**src/dapo_pkg.sv**
```systemverilog
/*
 * dapo_pkg: shared constants and carrier types for the dual converter
 * digital core. Assumes a single 125 MHz clock and an AHB-Lite register bus.
 */
package dapo_pkg;

    // converter geometry
    localparam int CODE_W = 10;
    localparam int STAGE_N = 9;
    localparam int STAGE_CODE_W = 2;
    localparam int LATENCY = 5;
    localparam int SYNC_DEPTH = 3;
    localparam int FIFO_DEPTH = 8;

    // register byte offsets
    localparam logic [7:0] ADDR_CTRL = 8'h00;
    localparam logic [7:0] ADDR_STATUS = 8'h04;
    localparam logic [7:0] ADDR_DATA = 8'h08;

    // control and status fields
    localparam int CTRL_CAPTURE_BIT = 0;
    localparam int ST_SLEEP_BIT = 0;
    localparam int ST_PD_BIT = 1;
    localparam int ST_OE_N_BIT = 2;
    localparam int ST_FORMAT_BIT = 3;
    localparam int ST_EMPTY_BIT = 4;
    localparam int ST_FULL_BIT = 5;
    localparam int ST_OVERFLOW_BIT = 6;
    localparam int ST_LEVEL_LSB = 8;
    localparam int DATA_VALID_BIT = 31;
    localparam int DATA_B_LSB = 16;

    // reset and saturation values
    localparam logic [CODE_W-1:0] CODE_RESET = 10'h000;
    localparam logic [31:0] WORD_ZERO = 32'h0000_0000;
    localparam logic [CODE_W:0] CODE_SAT = 11'h3ff;

    // one conversion result per channel
    typedef struct packed {
        logic [CODE_W-1:0] b;
        logic [CODE_W-1:0] a;
    } dapo_pair_t;

    // raw stage decisions of one channel, stage 0 in the top bits
    typedef logic [STAGE_N*STAGE_CODE_W-1:0] dapo_stages_t;

    // synchronised control pins
    typedef struct packed {
        logic format;
        logic sleep;
        logic pd;
        logic oe_n;
    } dapo_ctl_t;

endpackage

```
**src/dapo_core.sv**
```systemverilog
/*
 * dapo_core: digital core of a dual pipelined converter with parallel
 * sample buses, an 8-word capture FIFO and an AHB-Lite register slave.
 * Assumes stage decisions come from comparators clocked by clk, control
 * pins arrive asynchronously, and the tri-state drivers sit outside.
 */
// Overview of operation
// - sample both channels every rising edge
// - result appears exactly five cycles later
// - both buses update together on rising edge
// - nine stages, half-cycle steps, before latch
// - digital correction merges redundant stage results
// - format low offset binary, high two's complement
// - 10-bit code, two's complement flips top bit
// - sleep disables both channels, bias stays
// - power-down holds last output value
// - output enable high three-states both buses
// - output enable low drives both buses
// - bit 9 most significant, bit 0 least
// - sleep and power-down low: normal conversion
`timescale 1ns/10ps

module dapo_fifo #(
    parameter int WIDTH = 20,
    parameter int DEPTH = 8,
    parameter int LEVEL_W = $clog2(DEPTH + 1)
) (
    input wire logic clk,
    input wire logic reset,
    input wire logic in_valid,
    output logic in_ready,
    input wire logic [WIDTH-1:0] in_data,
    output logic out_valid,
    input wire logic out_ready,
    output logic [WIDTH-1:0] out_data,
    output logic [LEVEL_W-1:0] level
);
    localparam int PTR_W = (DEPTH > 1) ? $clog2(DEPTH) : 1;

    logic [WIDTH-1:0] mem_q [DEPTH];
    logic [PTR_W-1:0] wr_q;
    logic [PTR_W-1:0] wr_d;
    logic [PTR_W-1:0] rd_q;
    logic [PTR_W-1:0] rd_d;
    logic [LEVEL_W-1:0] cnt_q;
    logic [LEVEL_W-1:0] cnt_d;
    logic push;
    logic pop;

    // honest full and empty from the occupancy count
    assign in_ready = (cnt_q != LEVEL_W'(DEPTH));
    assign out_valid = (cnt_q != '0);
    assign out_data = mem_q[rd_q];
    assign level = cnt_q;
    assign push = in_valid && in_ready;
    assign pop = out_valid && out_ready;

    // pointer and count next values
    always_comb
    begin
        wr_d = wr_q;
        rd_d = rd_q;
        cnt_d = cnt_q;
        if (push)
        begin
            wr_d = (wr_q == PTR_W'(DEPTH - 1)) ? '0 : wr_q + 1'b1;
        end
        if (pop)
        begin
            rd_d = (rd_q == PTR_W'(DEPTH - 1)) ? '0 : rd_q + 1'b1;
        end
        if (push && !pop)
        begin
            cnt_d = cnt_q + 1'b1;
        end
        else if (pop && !push)
        begin
            cnt_d = cnt_q - 1'b1;
        end
    end

    // pointer and count registers
    always_ff @(posedge clk)
    begin
        if (reset)
        begin
            wr_q <= '0;
            rd_q <= '0;
            cnt_q <= '0;
        end
        else
        begin
            wr_q <= wr_d;
            rd_q <= rd_d;
            cnt_q <= cnt_d;
        end
    end

    // storage array, written on push only
    always_ff @(posedge clk)
    begin
        if (push)
        begin
            mem_q[wr_q] <= in_data;
        end
    end
endmodule

module dapo_core #(
    parameter int FIFO_DEPTH = dapo_pkg::FIFO_DEPTH
) (
    input wire logic clk,
    input wire logic reset,
    input wire logic [dapo_pkg::STAGE_N*dapo_pkg::STAGE_CODE_W-1:0] chan_a_stage_codes,
    input wire logic [dapo_pkg::STAGE_N*dapo_pkg::STAGE_CODE_W-1:0] chan_b_stage_codes,
    input wire logic format_select,
    input wire logic sleep_input,
    input wire logic full_powerdown_input,
    input wire logic output_enable_n,
    output logic [dapo_pkg::CODE_W-1:0] channel_a_sample_bus,
    output logic [dapo_pkg::CODE_W-1:0] channel_b_sample_bus,
    output logic sample_bus_oe,
    input wire logic hsel,
    input wire logic [31:0] haddr,
    input wire logic [1:0] htrans,
    input wire logic hwrite,
    input wire logic [2:0] hsize,
    input wire logic [31:0] hwdata,
    input wire logic hready,
    output logic [31:0] hrdata,
    output logic hreadyout,
    output logic hresp
);
    localparam int LEVEL_W = $clog2(FIFO_DEPTH + 1);
    localparam int W = dapo_pkg::CODE_W;

    localparam int SN = dapo_pkg::STAGE_N;
    localparam int SW = dapo_pkg::STAGE_CODE_W;
    localparam int LAT_N = dapo_pkg::LATENCY - 1;
    // control pin synchronisers: three flops, change taken when 2 and 3 agree
    dapo_pkg::dapo_ctl_t sync_q [dapo_pkg::SYNC_DEPTH];
    dapo_pkg::dapo_ctl_t sync_d [dapo_pkg::SYNC_DEPTH];
    dapo_pkg::dapo_ctl_t agree;
    dapo_pkg::dapo_ctl_t ctl_q;
    dapo_pkg::dapo_ctl_t ctl_d;
    logic oe_q;
    logic oe_d;
    logic run;
    // converted pairs and register slave state
    logic [W-1:0] code_out [2];
    dapo_pkg::dapo_pair_t pair_now;
    logic take;
    logic pop;
    logic wr_ctrl_q;
    logic wr_ctrl_d;
    logic capture_q;
    logic capture_d;
    logic overflow_q;
    logic overflow_d;
    logic [31:0] hrdata_q;
    logic [31:0] hrdata_d;
    logic fifo_in_ready;
    logic fifo_out_valid;
    dapo_pkg::dapo_pair_t fifo_out;
    logic [LEVEL_W-1:0] fifo_level;

    // correction: weighted sum of redundant decisions, last stage is 2-bit
    function automatic logic [W:0] correct(dapo_pkg::dapo_stages_t raw);
        logic [W:0] acc;
        logic [SW-1:0] dec;
        acc = '0;
        for (int i = 0; i < SN; i++)
        begin
            dec = raw[(SN - 1 - i) * SW +: SW];
            if (i < SN - 1)
            begin
                dec = (dec == 2'h3) ? 2'h2 : dec; // code 3 illegal in a redundant stage
            end
            acc = acc + ((W + 1)'(dec) << (SN - 1 - i));
        end
        return acc;
    endfunction

    // synchroniser shift and agreement next values
    always_comb
    begin
        sync_d[0] = {format_select, sleep_input, full_powerdown_input, output_enable_n};
        for (int k = 1; k < dapo_pkg::SYNC_DEPTH; k++)
        begin
            sync_d[k] = sync_q[k - 1];
        end
        agree = ~(sync_q[dapo_pkg::SYNC_DEPTH - 2] ^ sync_q[dapo_pkg::SYNC_DEPTH - 1]);
        ctl_d = (sync_q[dapo_pkg::SYNC_DEPTH - 1] & agree) | (ctl_q & ~agree);
        oe_d = !ctl_q.oe_n;
    end

    // synchroniser, held control and output enable registers
    always_ff @(posedge clk)
    begin
        if (reset)
        begin
            sync_q <= '{default: '0};
            ctl_q <= '0;
            oe_q <= 1'b0;
        end
        else
        begin
            sync_q <= sync_d;
            ctl_q <= ctl_d;
            oe_q <= oe_d;
        end
    end

    // both channels convert only outside sleep and power-down
    assign run = !ctl_q.sleep && !ctl_q.pd;
    assign sample_bus_oe = oe_q;

    // one identical pipeline per channel, advancing together
    generate
        for (genvar ch = 0; ch < 2; ch++)
        begin : g_chan
            dapo_pkg::dapo_stages_t cap_q;
            dapo_pkg::dapo_stages_t cap_d;
            logic [W-1:0] dly_q [LAT_N];
            logic [W-1:0] dly_d [LAT_N];
            logic [W-1:0] out_q;
            logic [W-1:0] out_d;
            logic [W:0] corr;
            assign corr = correct(cap_q);

            // sample, delay line and output latch next values
            always_comb
            begin
                cap_d = cap_q;
                dly_d = dly_q;
                out_d = out_q;
                if (run)
                begin
                    cap_d = (ch == 0) ? chan_a_stage_codes : chan_b_stage_codes;
                    dly_d[0] = (corr > dapo_pkg::CODE_SAT) ? dapo_pkg::CODE_SAT[W-1:0] : corr[W-1:0];
                    for (int j = 1; j < LAT_N; j++)
                    begin
                        dly_d[j] = dly_q[j - 1];
                    end
                    // two's complement is offset binary with the top bit flipped
                    out_d = ctl_q.format ? {~dly_q[LAT_N - 1][W - 1], dly_q[LAT_N - 1][W - 2:0]}
                        : dly_q[LAT_N - 1];
                end
            end

            // pipeline registers, both channels on the same edge
            always_ff @(posedge clk)
            begin
                if (reset)
                begin
                    cap_q <= '0;
                    dly_q <= '{default: dapo_pkg::CODE_RESET};
                    out_q <= dapo_pkg::CODE_RESET;
                end
                else
                begin
                    cap_q <= cap_d;
                    dly_q <= dly_d;
                    out_q <= out_d;
                end
            end
            assign code_out[ch] = out_q;
        end
    endgenerate

    // output buses straight from the latches, bit 9 most significant
    assign channel_a_sample_bus = code_out[0];
    assign channel_b_sample_bus = code_out[1];
    assign pair_now = {code_out[1], code_out[0]};

    // transfer taken in the address phase; a data read pops the buffer
    assign take = hsel && hready && htrans[1];
    assign pop = take && !hwrite && (haddr[7:0] == dapo_pkg::ADDR_DATA);

    // register slave next values
    always_comb
    begin
        wr_ctrl_d = take && hwrite && (haddr[7:0] == dapo_pkg::ADDR_CTRL);
        capture_d = capture_q;
        overflow_d = overflow_q;
        hrdata_d = hrdata_q;
        if (wr_ctrl_q)
        begin
            capture_d = hwdata[dapo_pkg::CTRL_CAPTURE_BIT];
            overflow_d = 1'b0;
        end
        // a word lost in the cycle of a clear still sets the flag
        if (capture_q && !fifo_in_ready)
        begin
            overflow_d = 1'b1;
        end
        if (take && !hwrite)
        begin
            hrdata_d = dapo_pkg::WORD_ZERO;
            case (haddr[7:0])
                dapo_pkg::ADDR_CTRL:
                begin
                    hrdata_d[dapo_pkg::CTRL_CAPTURE_BIT] = capture_q;
                end
                dapo_pkg::ADDR_STATUS:
                begin
                    hrdata_d[dapo_pkg::ST_SLEEP_BIT] = ctl_q.sleep;
                    hrdata_d[dapo_pkg::ST_PD_BIT] = ctl_q.pd;
                    hrdata_d[dapo_pkg::ST_OE_N_BIT] = ctl_q.oe_n;
                    hrdata_d[dapo_pkg::ST_FORMAT_BIT] = ctl_q.format;
                    hrdata_d[dapo_pkg::ST_EMPTY_BIT] = !fifo_out_valid;
                    hrdata_d[dapo_pkg::ST_FULL_BIT] = !fifo_in_ready;
                    hrdata_d[dapo_pkg::ST_OVERFLOW_BIT] = overflow_q;
                    hrdata_d[dapo_pkg::ST_LEVEL_LSB +: LEVEL_W] = fifo_level;
                end
                dapo_pkg::ADDR_DATA:
                begin
                    hrdata_d[dapo_pkg::DATA_VALID_BIT] = fifo_out_valid;
                    hrdata_d[0 +: W] = fifo_out.a;
                    hrdata_d[dapo_pkg::DATA_B_LSB +: W] = fifo_out.b;
                end
                default: hrdata_d = dapo_pkg::WORD_ZERO;
            endcase
        end
    end

    // register slave registers
    always_ff @(posedge clk)
    begin
        if (reset)
        begin
            wr_ctrl_q <= 1'b0;
            capture_q <= 1'b0;
            overflow_q <= 1'b0;
            hrdata_q <= dapo_pkg::WORD_ZERO;
        end
        else
        begin
            wr_ctrl_q <= wr_ctrl_d;
            capture_q <= capture_d;
            overflow_q <= overflow_d;
            hrdata_q <= hrdata_d;
        end
    end

    // zero wait states, every answer OKAY
    assign hreadyout = 1'b1;
    assign hresp = 1'b0;
    assign hrdata = hrdata_q;
    // capture buffer of output pairs, filled while capture is on
    dapo_fifo #(
        .WIDTH($bits(dapo_pkg::dapo_pair_t)),
        .DEPTH(FIFO_DEPTH),
        .LEVEL_W(LEVEL_W)
    ) i_dapo_fifo (
        .clk(clk),
        .reset(reset),
        .in_valid(capture_q),
        .in_ready(fifo_in_ready),
        .in_data(pair_now),
        .out_valid(fifo_out_valid),
        .out_ready(pop),
        .out_data(fifo_out),
        .level(fifo_level)
    );
endmodule

```
**config.mk**
```make
export PLATFORM = sky130hd
export DESIGN_NAME = dapo_core
export DESIGN_NICKNAME = d
export VERILOG_FILES = /design/src/dapo_pkg.sv /design/src/dapo_core.sv
export SDC_FILE = /design/constraint.sdc
export NUM_CORES = 1
export LEC_CHECK = 0
export BUFFER_PORTS_ARGS = -buffer_cell sky130_fd_sc_hd__buf_2
export CORE_MARGIN = 1
export CORE_UTILIZATION = 40
export CTS_BUF_LIST = sky130_fd_sc_hd__clkbuf_8
export DETAILED_ROUTE_END_ITERATION = 16
export GPL_TIMING_DRIVEN = 0
export PLACE_DENSITY = 0.56
export SYNTH_ARGS = -nofsm -noshare
export SYNTH_HDL_FRONTEND = slang
export SYNTH_SLANG_ARGS = --single-unit
```
**constraint.sdc**
```tcl
create_clock -name clk -period 4.45 [get_ports clk]
set_clock_uncertainty 0.05 [all_clocks]
set_input_delay 0.89 -clock clk [delete_from_list [all_inputs] [get_ports clk]]
set_output_delay 0.89 -clock clk [all_outputs]
set_load 0.02 [all_outputs]
```
# Yosys cells after proc, flatten, opt, wreduce, memory -nomap -nowiden
# Memories as Yosys holds them, arrays and structs flattened. A register that Yosys moved wholly into a read port is not among the register bits.
# Cells that the tools add are included.
dict set report totals {
  wordCells 149
  ramBits 160
  n_memories 1
  reg_bits 189
  output_inout_bits 55
  input_bits 114
}
# memory depth width rd rd_ports_with_merged_regs write_ports line
set mem_list {}
lappend mem_list {i_dapo_fifo.mem_q 8 20 1 1 1 dapo_core.sv:40} ;# logic [WIDTH-1:0] mem_q [DEPTH];
dict set report op_classes {
  eq_ne 21
  reduce_logical 24
  n_lt_le_gt_ge 2
  bitwise 8
  addsub 20
  mux 37
}
# op n
set ops {}
lappend ops {{10-bit 2-to-1 mux} 5}
lappend ops {{2-bit 2-to-1 mux} 17}
lappend ops {{2-bit equality test (second input constant)} 16}
lappend ops {{10-bit by 9-bit adder with 11-bit output} 2}
lappend ops {{11-bit by 2-bit adder with 11-bit output} 2}
lappend ops {{11-bit by 3-bit adder with 11-bit output} 2}
lappend ops {{11-bit by 4-bit adder with 11-bit output} 2}
lappend ops {{11-bit by 5-bit adder with 11-bit output} 2}
lappend ops {{11-bit by 6-bit adder with 11-bit output} 2}
lappend ops {{11-bit by 7-bit adder with 11-bit output} 2}
lappend ops {{11-bit by 8-bit adder with 11-bit output} 2}
lappend ops {{11-bit by 10-bit > comparator with 1-bit output (second input constant)} 2}
lappend ops {{1-bit logical AND} 12}
lappend ops {{3-bit 2-to-1 mux} 4}
lappend ops {{6-bit one-hot mux with 2 select lines} 1}
lappend ops {{4-bit AND} 2}
lappend ops {{8-bit by 3-bit equality test with 1-bit output (second input constant)} 1}
lappend ops {{8-bit by 4-bit equality test with 1-bit output (second input constant)} 1}
lappend ops {{1-bit logical NOT} 8}
lappend ops {{8-bit logical NOT} 1}
lappend ops {{4-bit 2-to-1 mux} 2}
lappend ops {{4-bit inverter} 2}
lappend ops {{3-bit by 1-bit adder with 3-bit output (second input constant)} 2}
lappend ops {{3-bit equality test (second input constant)} 2}
lappend ops {{other kinds (11)} 18}

# Longest topological paths before layout
# Gate-level depths: netlist (run 1).
dict set report depth {
  depth_word 12
  mapped_depth 12
  ltp_nobuf 11
}

# Hierarchy
# A second synthesis (run 1) with hierarchy kept.
dict set report unflattened {
  cells_unflattened 1172
  hier_area_um2 13968.4
}
# mod n_inst cells_each area_each_um2 seq_area_each_um2
set by_module_without_submodules {}
lappend by_module_without_submodules {dapo_core 1 866 7161.9 3583.4}
lappend by_module_without_submodules {dapo_fifo 1 306 6806.5 5064.9}

# Least setup slack after synthesis (run 1)
# Ideal clock, no wire load.
dict set report synth_path {
  path_kind {flip-flop to flip-flop}
  from {reg i_dapo_fifo.cnt_q[0] (netlist: i_dapo_fifo.level[0])}
  to {mem i_dapo_fifo.mem_q[0][0], enable pin}
  t_required_ns 3.952
  n_path_buf 1
  t_arrival_ns 2.767
  path_slack_ns 1.185
  synth_period_minus_slack_ns 3.265
  setup_time_ns 0.448
  path_stages_with_launch 5
  cell_sequence {dfxtp_1 nor4b_1 nand2b_1 buf_2 nor4_1}
}
dict set report synth_between {
  elab_chain_len 4
}
# item line
set synth_lines {}
lappend synth_lines {{start, declared} dapo_core.sv:45} ;# logic [LEVEL_W-1:0] cnt_q;
lappend synth_lines {{start signal, assigned} dapo_core.sv:95} ;# cnt_q <= cnt_d;
lappend synth_lines {{4-bit inequality test} dapo_core.sv:51} ;# assign in_ready = (cnt_q != LEVEL_W'(DEPTH));
lappend synth_lines {{1-bit logical AND} dapo_core.sv:55} ;# assign push = in_valid && in_ready;
lappend synth_lines {{1-bit 2-to-1 mux} dapo_core.sv:102} ;# if (push)
lappend synth_lines {{1-bit 2-to-1 mux (implied by the code)} dapo_core.sv:104} ;# mem_q[wr_q] <= in_data;
lappend synth_lines {{end, declared} dapo_core.sv:40}
# Every way passes these cells.

# Final worst setup path (run 1)
dict set report layout_path {
  from {reg i_dapo_fifo.cnt_q[0] (netlist: i_dapo_fifo.level[0])}
  to {reg i_dapo_fifo.cnt_q[3] (netlist: i_dapo_fifo.level[3])}
}
dict set report layout_between {
  elab_chain_len 5
  elab_cells_between_ends 13
  cone_classes {add/sub (2); eq/ne (1); mux (2); reduce/logical (8)}
}
# item line
set layout_lines {}
lappend layout_lines {{4-bit inequality test (*)} dapo_core.sv:51}
lappend layout_lines {{1-bit logical AND (*)} dapo_core.sv:55}
lappend layout_lines {{net i_dapo_fifo.push} dapo_core.sv:47} ;# logic push;
lappend layout_lines {{1-bit logical NOT} dapo_core.sv:76} ;# else if (pop && !push)
lappend layout_lines {{1-bit logical AND} dapo_core.sv:76}
lappend layout_lines {{2-bit nonzero test (no line)} -}
# Mark *: on every way through the listed nets, which the timed path passes. The rest lies on a longest branch. The select of a mux whose other input is x is not followed.
# A chain may end at the register's enable or synchronous reset.

==> results of run 1 <==
-- worst register-to-register path, stage by stage (launching register included) --
cell	delay [ps]
dfxtp_1	390
nor4b_1	500
nand2b_1	180
buf_2	240
inv_1	110
ha_1	220
inv_1	110
ha_1	240
a21o_1	170
a21oi_1	160
xnor2_1	90
or3_1	310
a21oi_1	130
-- where the power goes --
part           internal (mW)  switching [mW]
clock network           1.31            1.25
registers               3.42          0.0378
logic                  0.103           0.146
-- area by class of cell --
type | instances | share of cell area [%]
buffer | 92 | 2.53
clock buffer | 60 | 5.14
clock inverter | 41 | 1.33
inverter | 14 | 0.327
multi-input combinational | 750 | 29.5
sequential | 352 | 53.9
tap | 448 | 3.49
timing repair buffer | 109 | 3.86
-- kinds of logic after synthesis --
group                    synth area share [%]
AND/OR/NAND/NOR                          13.2
flip-flops                               62.8
AO/OA/AOI/OAI                            8.73
buffers and inverters                    3.34
multiplexers                             8.44
adder cells (fa/ha/maj)                  2.53
XOR/XNOR                                0.827
other                                  0.0546
-- layer usage --
layer	track usage [%]	part of all wire (%)	up-vias
met2	29.5	48	176
li1	-	-	4555
met1	22.7	46	4237
met5	0	0	-
met4	4.50	1.7	0
met3	3.25	4.4	52
-- worst paths after layout --
kind	slack (ps)	endpoint	cells past startpoint	start
max	1490	i_dapo_fifo.level[3]	12	i_dapo_fifo.level[0]
min	370	g_chan[1].dly_q[0]	2	g_chan[1].dly_q[10]
max reg2reg	1490	i_dapo_fifo.level[3]	12	i_dapo_fifo.level[0]
min reg2reg	370	g_chan[1].dly_q[0]	2	g_chan[1].dly_q[10]
-- cell usage after synthesis, drive strengths merged, types with 3 or more instances --
cell type and n:
a211oi 26, a21o 4, a21oi 151, a31oi 4, buf 25, clkbuf 67, dfxtp 192, edfxtp 160
fa 3, ha 23, inv 14, mux2i 26, mux4 40, nand2 246, nand2b 8, nand3 9
nor2 86, nor2b 32, nor3 19, nor3b 3, nor4 7, o21ai 10, or2 5, xnor2 5
xor2 8
-- placed cells by master, fill, tap and decap left out, types with 7 or more instances in the layout --
| cell | n |
|---|---|
| inv_1 | 39 |
| o21ai_0 | 10 |
| clkbuf_1 | 67 |
| nand2b_1 | 8 |
| nand3_1 | 9 |
| nor3_1 | 15 |
| xor2_1 | 8 |
| a21oi_1 | 151 |
| conb_1 | 11 |
| clkbuf_8 | 60 |
| edfxtp_1 | 160 |
| buf_2 | 101 |
| nor2b_1 | 32 |
| a211oi_1 | 26 |
| nand2_1 | 246 |
| dfxtp_1 | 192 |
| clkinv_1 | 7 |
| mux4_2 | 40 |
| ha_1 | 23 |
| mux2i_1 | 26 |
| buf_1 | 7 |
| buf_4 | 17 |
| nor2_1 | 83 |
-- state kept, by name, summed over array words and instances (netlist names), named ones only --
name / flops
capture_q: 1
channel_a_sample_bus: 10
channel_b_sample_bus: 10
g_chan.cap_q: 36
g_chan.dly_q: 80
hrdata: 23
i_dapo_fifo.level: 4
i_dapo_fifo.mem_q: 160
i_dapo_fifo.rd_q: 3
i_dapo_fifo.wr_q: 3
overflow_q: 1
sample_bus_oe: 1
sync_d: 8
sync_q: 4
wr_ctrl_q: 1
-- stage by stage --
stage                     cells  instance area, um^2  hold WS [ps]  total power, mW
after floorplan            1208                13800           364             3.69
after global placement     1753                14800           375             3.77
after detailed placement   1765                15000           375             3.78
after CTS                  1866                16100           379             6.34
after global routing       1866                16100           400             6.52
final                      1866                16100           370             6.26
==> metrics, run 1 <==
I/O pins 169; Clock transition at path regs 60 ps; Pre-antenna DRT Iters 5; Post-CTS Hold Buffers 0; Slew headroom 34.5%; Final Core Density 47.7%; Tcrit/Tclk final 66.6%; Die Width 187 um; Vias 9020; Core Footprint 0.0337 mm^2; CTS tree yes; pwr dens 390 mW/mm^2; YS warnings 0; critical path class reg -> reg; area growth from synthesis to layout 16.7%; MaxCap Viol Count 0; Initial Util 40.8%; #FFs+latches synth 352; Critical Path Slowest Stage Cell nor4b_1; die area 0.0351 mm^2; cell taking the most area after synthesis edfxtp_1; GRT Total Usage 17.3%; vias in the first global route 8716; Worst-Margin Slew 982 ps; critical path capture point type flop; Post-Synthesis Cells 1199; Critical Path AT 3450 ps; min Tclk post-route 2960 ps; count of flip-flops with a built-in enable after synthesis 160; DRT iter0 DRCs 434; layout cell share with drive strength beyond 1 17.8%; final wirelength 30200 um; post-synth cell types 51; # fillers 3174; Sequential Area 0.00865 mm^2; pre-CTS setup slack 853 ps; wire length per cell 16.2 um; WP buf/inv 3; leakage 5.98 nW; largest net degree at the start of global routing 21; total gr overflow 0; worst path required time 4930 ps; ant diodes 0; H-tree levels 2; Site Rows 67; Most used DFF post-synth dfxtp_1; FFs w/ async S/R, synth 0%; ANT nets after route 0; Nets 1515; first-pass GRT wire length 47600 um; port bufs 97; CP max FO 10; crit path cell chain nor4b_1 -> nand2b_1 -> buf_2 -> inv_1 -> ha_1 -> inv_1 -> ha_1 -> a21o_1 -> a21oi_1 -> xnor2_1 -> or3_1 -> a21oi_1; Post-CTS Setup Bufs 0; Clk Latency, worst-skew pair 630 ps; worst setup margin 1490 ps; hold crit path type reg -> reg; Max VDD drop 0.000204 V; setup total negative slack 0 ps; TritonCTS buffer count 56; Final Hold Viols 0; post-CTS resize count 0; Post-Syn Area 0.0138 mm^2; Clock Tree Root clkbuf_8; leading post-synthesis cells by cell area edfxtp_1, dfxtp_1, nand2_1; CP top delay family simple AND/OR/NAND/NOR gates; register area share after synthesis 62.8%; final setup fails 0; Remaining DRCs 0; Die Ht 187 um; run status complete, no violations; CP peak stage delay 500 ps; Max Root-Sink Buffers 3; area share of the largest cell type after synthesis 34.9%; Clock Sinks 352; HPWL after detailed placement 20800 um; RSZ-0062 raised after global routing no; gpl congestion 0.763; initial antenna violation count 0; Multi-input gate area 0.00473 mm^2; Worst setup SP type flop; Post-Syn Area per Cell 11.5 um^2; Via density 4.83; FMAX 337 MHz; Final Max Tran Viols 0
Note: power is estimated with default switching activity, not from simulation.
==> run 2: changes to the inputs <==
Clock period 4.45 ns to 2.88 ns, I/O delays scaled along.
==> metrics, run 2 (same netlist as run 1, synthesis figures left out) <==
biggest regs i_dapo_fifo.mem_q x160, g_chan.dly_q x80, g_chan.cap_q x36; layout cell share with drive strength beyond 1 18.1%; Max VDD drop 0.000289 V; internal power 7.57 mW; Sw Share 23.0%; CP top delay family simple AND/OR/NAND/NOR gates; WP buf/inv 3; placed cell area 0.0150 mm^2; gpl congestion 0.751; Critical Path AT 3210 ps; CP max FO 10; most common cell after layout, fill and taps aside nand2_1; port bufs 97; Reg2Reg Depth 12; min Tclk post-route 2710 ps; pwr dens 609 mW/mm^2; Clock transition at path regs 60 ps; Top reg by flops i_dapo_fifo.mem_q; hold crit path type in -> reg; critical path capture point type flop; Clk Latency, worst-skew pair 620 ps; Die Width 187 um; Site Rows 67; Clock Tree Root clkbuf_8; HPWL after detailed placement 20800 um; wire length per cell 16.1 um; Final Hold Viols 0; die area 0.0351 mm^2; initial antenna violation count 0; Post-CTS Hold Buffers 0; Pre-antenna DRT Iters 5; largest net degree at the start of global routing 18; Worst-Margin Slew 933 ps; clock share of power 41.7%; DRT iter0 DRCs 501; FMAX 369 MHz; Via density 4.81; Final Max Tran Viols 0; total gr overflow 0; leakage 6.04 nW; max FFs per register 160; I/O pins 169; Worst setup SP type flop; Hold EP sync_d[5]; Hold Path Stages 2; final wirelength 30100 um; Remaining DRCs 0; most frequent cells in the layout nand2_1, dfxtp_1, edfxtp_1; critical path class reg -> reg; RR Endpoint i_dapo_fifo.level[3]; TritonCTS buffer count 58; Critical Path Slowest Stage Cell dfxtp_1; Initial Util 40.8%; Max Root-Sink Buffers 3; Comb pwr share 3.9%; Die Ht 187 um; worst path required time 3380 ps; setup total negative slack 0 ps; crit path cell chain nor4b_4 -> nand2b_1 -> buf_6 -> inv_1 -> ha_1 -> inv_1 -> ha_1 -> a21o_1 -> a21oi_1 -> xnor2_1 -> or3_1 -> a21oi_1; Tcrit/Tclk final 94.1%; Slew headroom 37.8%; Reg power frac 54.4%; FF-to-FF setup slack 170 ps; Hold Crit Start full_powerdown_input; Core Footprint 0.0337 mm^2; Sw Pwr 2.26 mW; RSZ-0062 raised after global routing no; H-tree levels 2; Reg-to-Reg Start i_dapo_fifo.level[2]; ant diodes 0; CP peak stage delay 370 ps; MaxCap Viol Count 0; vias in the first global route 8849; run status complete, no violations; Post-Layout Inst Area 0.0162 mm^2; GRT Total Usage 17.4%; Nets 1517; CTS tree yes; ANT nets after route 0; final setup fails 0; Clock Sinks 352; first-pass GRT wire length 47900 um; Vias 9012; # fillers 3202; area growth from synthesis to layout 17.4%
==> run 2: cell count changes in the layout (fill, tap and decap cells not counted), moves of 2 or more <==
cell      before  now
buf_4         17   14
inv_1         39   44
buf_6          5   10
clkinv_1       7    5
nor2_4         2    0
clkinv_2       5    3
nor2_2         1    3
clkbuf_8      60   67
==> run 2: stage by stage <==
step / setup slack [ps] / hold slack (ps) / instances / total power, mW / util [%]
4_1_cts: 8.81 / 83.6 / 1873 / 9.96 / 47.9
6_report: 170 / 116 / 1873 / 9.84 / 47.9
2_1_floorplan: -5.73 / 364 / 1208 / 5.71 / -
3_5_place_dp: -406 / 373 / 1765 / 5.84 / 44.6
5_1_grt: 19.1 / 112 / 1873 / 10.2 / 47.9
3_3_place_gp: -1500 / 375 / 1753 / 5.83 / 44.1
==> run 2: worst max path at each step <==
stage | from | end | slack, ps | cells past startpoint
after floorplan | i_dapo_fifo.level[0] | i_dapo_fifo.mem_q[1][0] | -6 | 6
after global placement | i_dapo_fifo.level[1] | i_dapo_fifo.mem_q[6][12] | -1500 | 4
after detailed placement | haddr[1] | i_dapo_fifo.level[3] | -410 | 13
after CTS | i_dapo_fifo.level[0] | i_dapo_fifo.level[3] | 9 | 12
after global routing | i_dapo_fifo.level[2] | i_dapo_fifo.level[3] | 20 | 12
final | i_dapo_fifo.level[2] | i_dapo_fifo.level[3] | 170 | 12
==> run 2: layer usage <==
| metal | GRT usage (%) | up-vias | wire length [um] |
|---|---|---|---|
| li1 | - | 4559 | - |
| met1 | 23.1 | 4217 | 13800 |
| met2 | 29.1 | 185 | 14400 |
| met3 | 3.30 | 51 | 1370 |
| met4 | 4.63 | 0 | 599 |
| met5 | 0 | - | 0 |
==> run 2: cell type report <==
class	count	area [um^2]	area share (%)
buffer	92	413	2.56
clock buffer	67	922	5.71
clock inverter	41	185	1.15
inverter	14	52.6	0.325
multi-input combinational	750	4740	29.4
sequential	352	8650	53.5
tap	448	561	3.47
timing repair buffer	109	628	3.89
==> run 2: power by group through the flow <==
stage               clock [mW]  combinational [mW]  sequential, mW
finish                    4.11               0.383            5.35
global route              4.45               0.436            5.36
CTS                       4.23               0.389            5.35
detailed placement           0               0.385            5.45
global placement             0               0.381            5.45
floorplan                    0               0.261            5.44
==> run 2: repair_timing <==
action,4_1_cts,5_1_grt
setup endpoints to repair,1,1
hold endpoints to repair,0,0
buffers inserted,0,0
pin swaps,0,1
gates resized for setup,2,4
==> run 2: worst register-to-register path, cell delays in order, from the launching register on <==
cell and delay [ps]:
dfxtp_1 370, nor4b_4 350, nand2b_1 170, buf_6 150, inv_1 80, ha_1 210
inv_1 120, ha_1 240, a21o_1 170, a21oi_1 180, xnor2_1 110, or3_1 310
a21oi_1 140
==> run 3: changes to the inputs <==
Settings changed: CTS_BUF_LIST sky130_fd_sc_hd__clkbuf_8 to sky130_fd_sc_hd__clkbuf_4 sky130_fd_sc_hd__clkbuf_8.
==> metrics, run 3 (same netlist as run 1, synthesis figures left out) <==
ANT nets after route 0; CP max FO 10; initial antenna violation count 0; vias in the first global route 8889; critical path class reg -> reg; hold crit path type in -> reg; TritonCTS buffer count 58; Multi-input gate area 0.00474 mm^2; die area 0.0351 mm^2; run status complete, no violations; Critical Path AT 3200 ps; Core Footprint 0.0337 mm^2; Die Width 187 um; Clk Latency, worst-skew pair 630 ps; setup total negative slack 0 ps; Hold Crit Start haddr[3]; Sequential Area 0.00865 mm^2; gpl congestion 0.751; I/O pins 169; Worst-Margin Slew 944 ps; Via density 4.81; min Tclk post-route 2690 ps; final wirelength 30300 um; RSZ-0062 raised after global routing no; wire length per cell 16.2 um; non-filler cells, final 1873; Hold EP wr_ctrl_q; HPWL after detailed placement 20800 um; Critical Path Slowest Stage Cell dfxtp_1; critical path capture point type flop; placed cell area 0.0150 mm^2; Remaining DRCs 0; FMAX 371 MHz; final setup fails 0; Nets 1517; port bufs 97; CTS tree yes; Inst Count DP 1765; CP peak stage delay 370 ps; Reg-to-Reg Start i_dapo_fifo.level[2]; Final Hold Viols 0; DRT iter0 DRCs 489; Post-CTS Setup Bufs 0; total gr overflow 0; layout cell share with drive strength beyond 1 20.2%; Final Core Density 48.3%; hold_ws 115 ps; Max Root-Sink Buffers 3; biggest regs i_dapo_fifo.mem_q x160, g_chan.dly_q x80, g_chan.cap_q x36; # fillers 3175; most common cell after layout, fill and taps aside nand2_1; MaxCap Viol Count 0; GRT Total Usage 17.5%; pre-CTS setup slack -406 ps; Die Ht 187 um; pwr dens 629 mW/mm^2; Reg2Reg Depth 12; leakage 6.02 nW; Slew headroom 37.1%; worst setup margin 188 ps; Tot Pwr 10.2 mW; Initial Util 40.8%; FF-to-FF setup slack 190 ps; Pre-antenna DRT Iters 5; Worst setup SP type flop; Max VDD drop 0.000294 V; RR Endpoint i_dapo_fifo.level[3]; Site Rows 67; Final Max Tran Viols 0; most frequent cells in the layout nand2_1, dfxtp_1, edfxtp_1; H-tree levels 2; Clock transition at path regs 60 ps; Post-Layout Inst Area 0.0163 mm^2; Top reg by flops i_dapo_fifo.mem_q; max FFs per register 160; Vias 9017; area growth from synthesis to layout 18.2%; Clock Tree Root clkbuf_8; crit path cell chain nor4b_4 -> nand2b_1 -> buf_6 -> inv_1 -> ha_1 -> inv_1 -> ha_1 -> a21o_1 -> a21oi_1 -> xnor2_1 -> or3_1 -> a21oi_1; Worst setup startpoint i_dapo_fifo.level[2]; ant diodes 0; first-pass GRT wire length 48200 um; Post-CTS Hold Buffers 0; Clock Sinks 352; largest net degree at the start of global routing 18; Tcrit/Tclk final 93.5%; worst path required time 3390 ps; Hold Path Stages 2
run 3: how the worst max path moves through the flow:
stage                     slack (ps)                        to  depth (start not counted)
after floorplan                   -6   i_dapo_fifo.mem_q[1][0]                          6
after global placement         -1500  i_dapo_fifo.mem_q[6][12]                          4
after detailed placement        -410      i_dapo_fifo.level[3]                         13
after CTS                          9      i_dapo_fifo.level[3]                         12
after global routing              20      i_dapo_fifo.level[3]                         12
final                            190      i_dapo_fifo.level[3]                         12
run 3: what timing repair did:
item,4_1_cts,5_1_grt
pin swaps,0,1
endpoints found under the setup margin,1,1
endpoints found under the hold margin,0,0
resized for setup,2,4
run 3: final cells by class:
cell class	count	area share, %
Inverter	14	0.323
Multi-Input combinational cell	750	29.2
Clock buffer	97	7.05
Sequential cell	352	53.2
Clock inverter	11	0.446
Buffer	92	2.54
Tap cell	448	3.45
Timing Repair Buffer	109	3.86
run 3: per-layer routing:
layer  part of all wire (%)  track usage (%)
met1                     46             23.1
met2                     48             29.4
met3                    4.3             3.28
met4                    1.8             4.75
met5                      0                0
run 3: power breakdown:
group | switching [mW] | total (mW) | internal [mW] | leakage (nW)
combinational | 0.225 | 0.384 | 0.159 | 2.31
sequential | 0.0600 | 5.35 | 5.29 | 3.05
clock | 1.98 | 4.50 | 2.52 | 0.659
run 3: critical path: cells and delay by family (launching register included):
family | cells | cell delay [ps]
flops | 1 | 370
fa+ha+maj | 2 | 450
xor+xnor | 1 | 100
compound gates | 3 | 480
buf+inv | 3 | 350
simple gates | 3 | 810
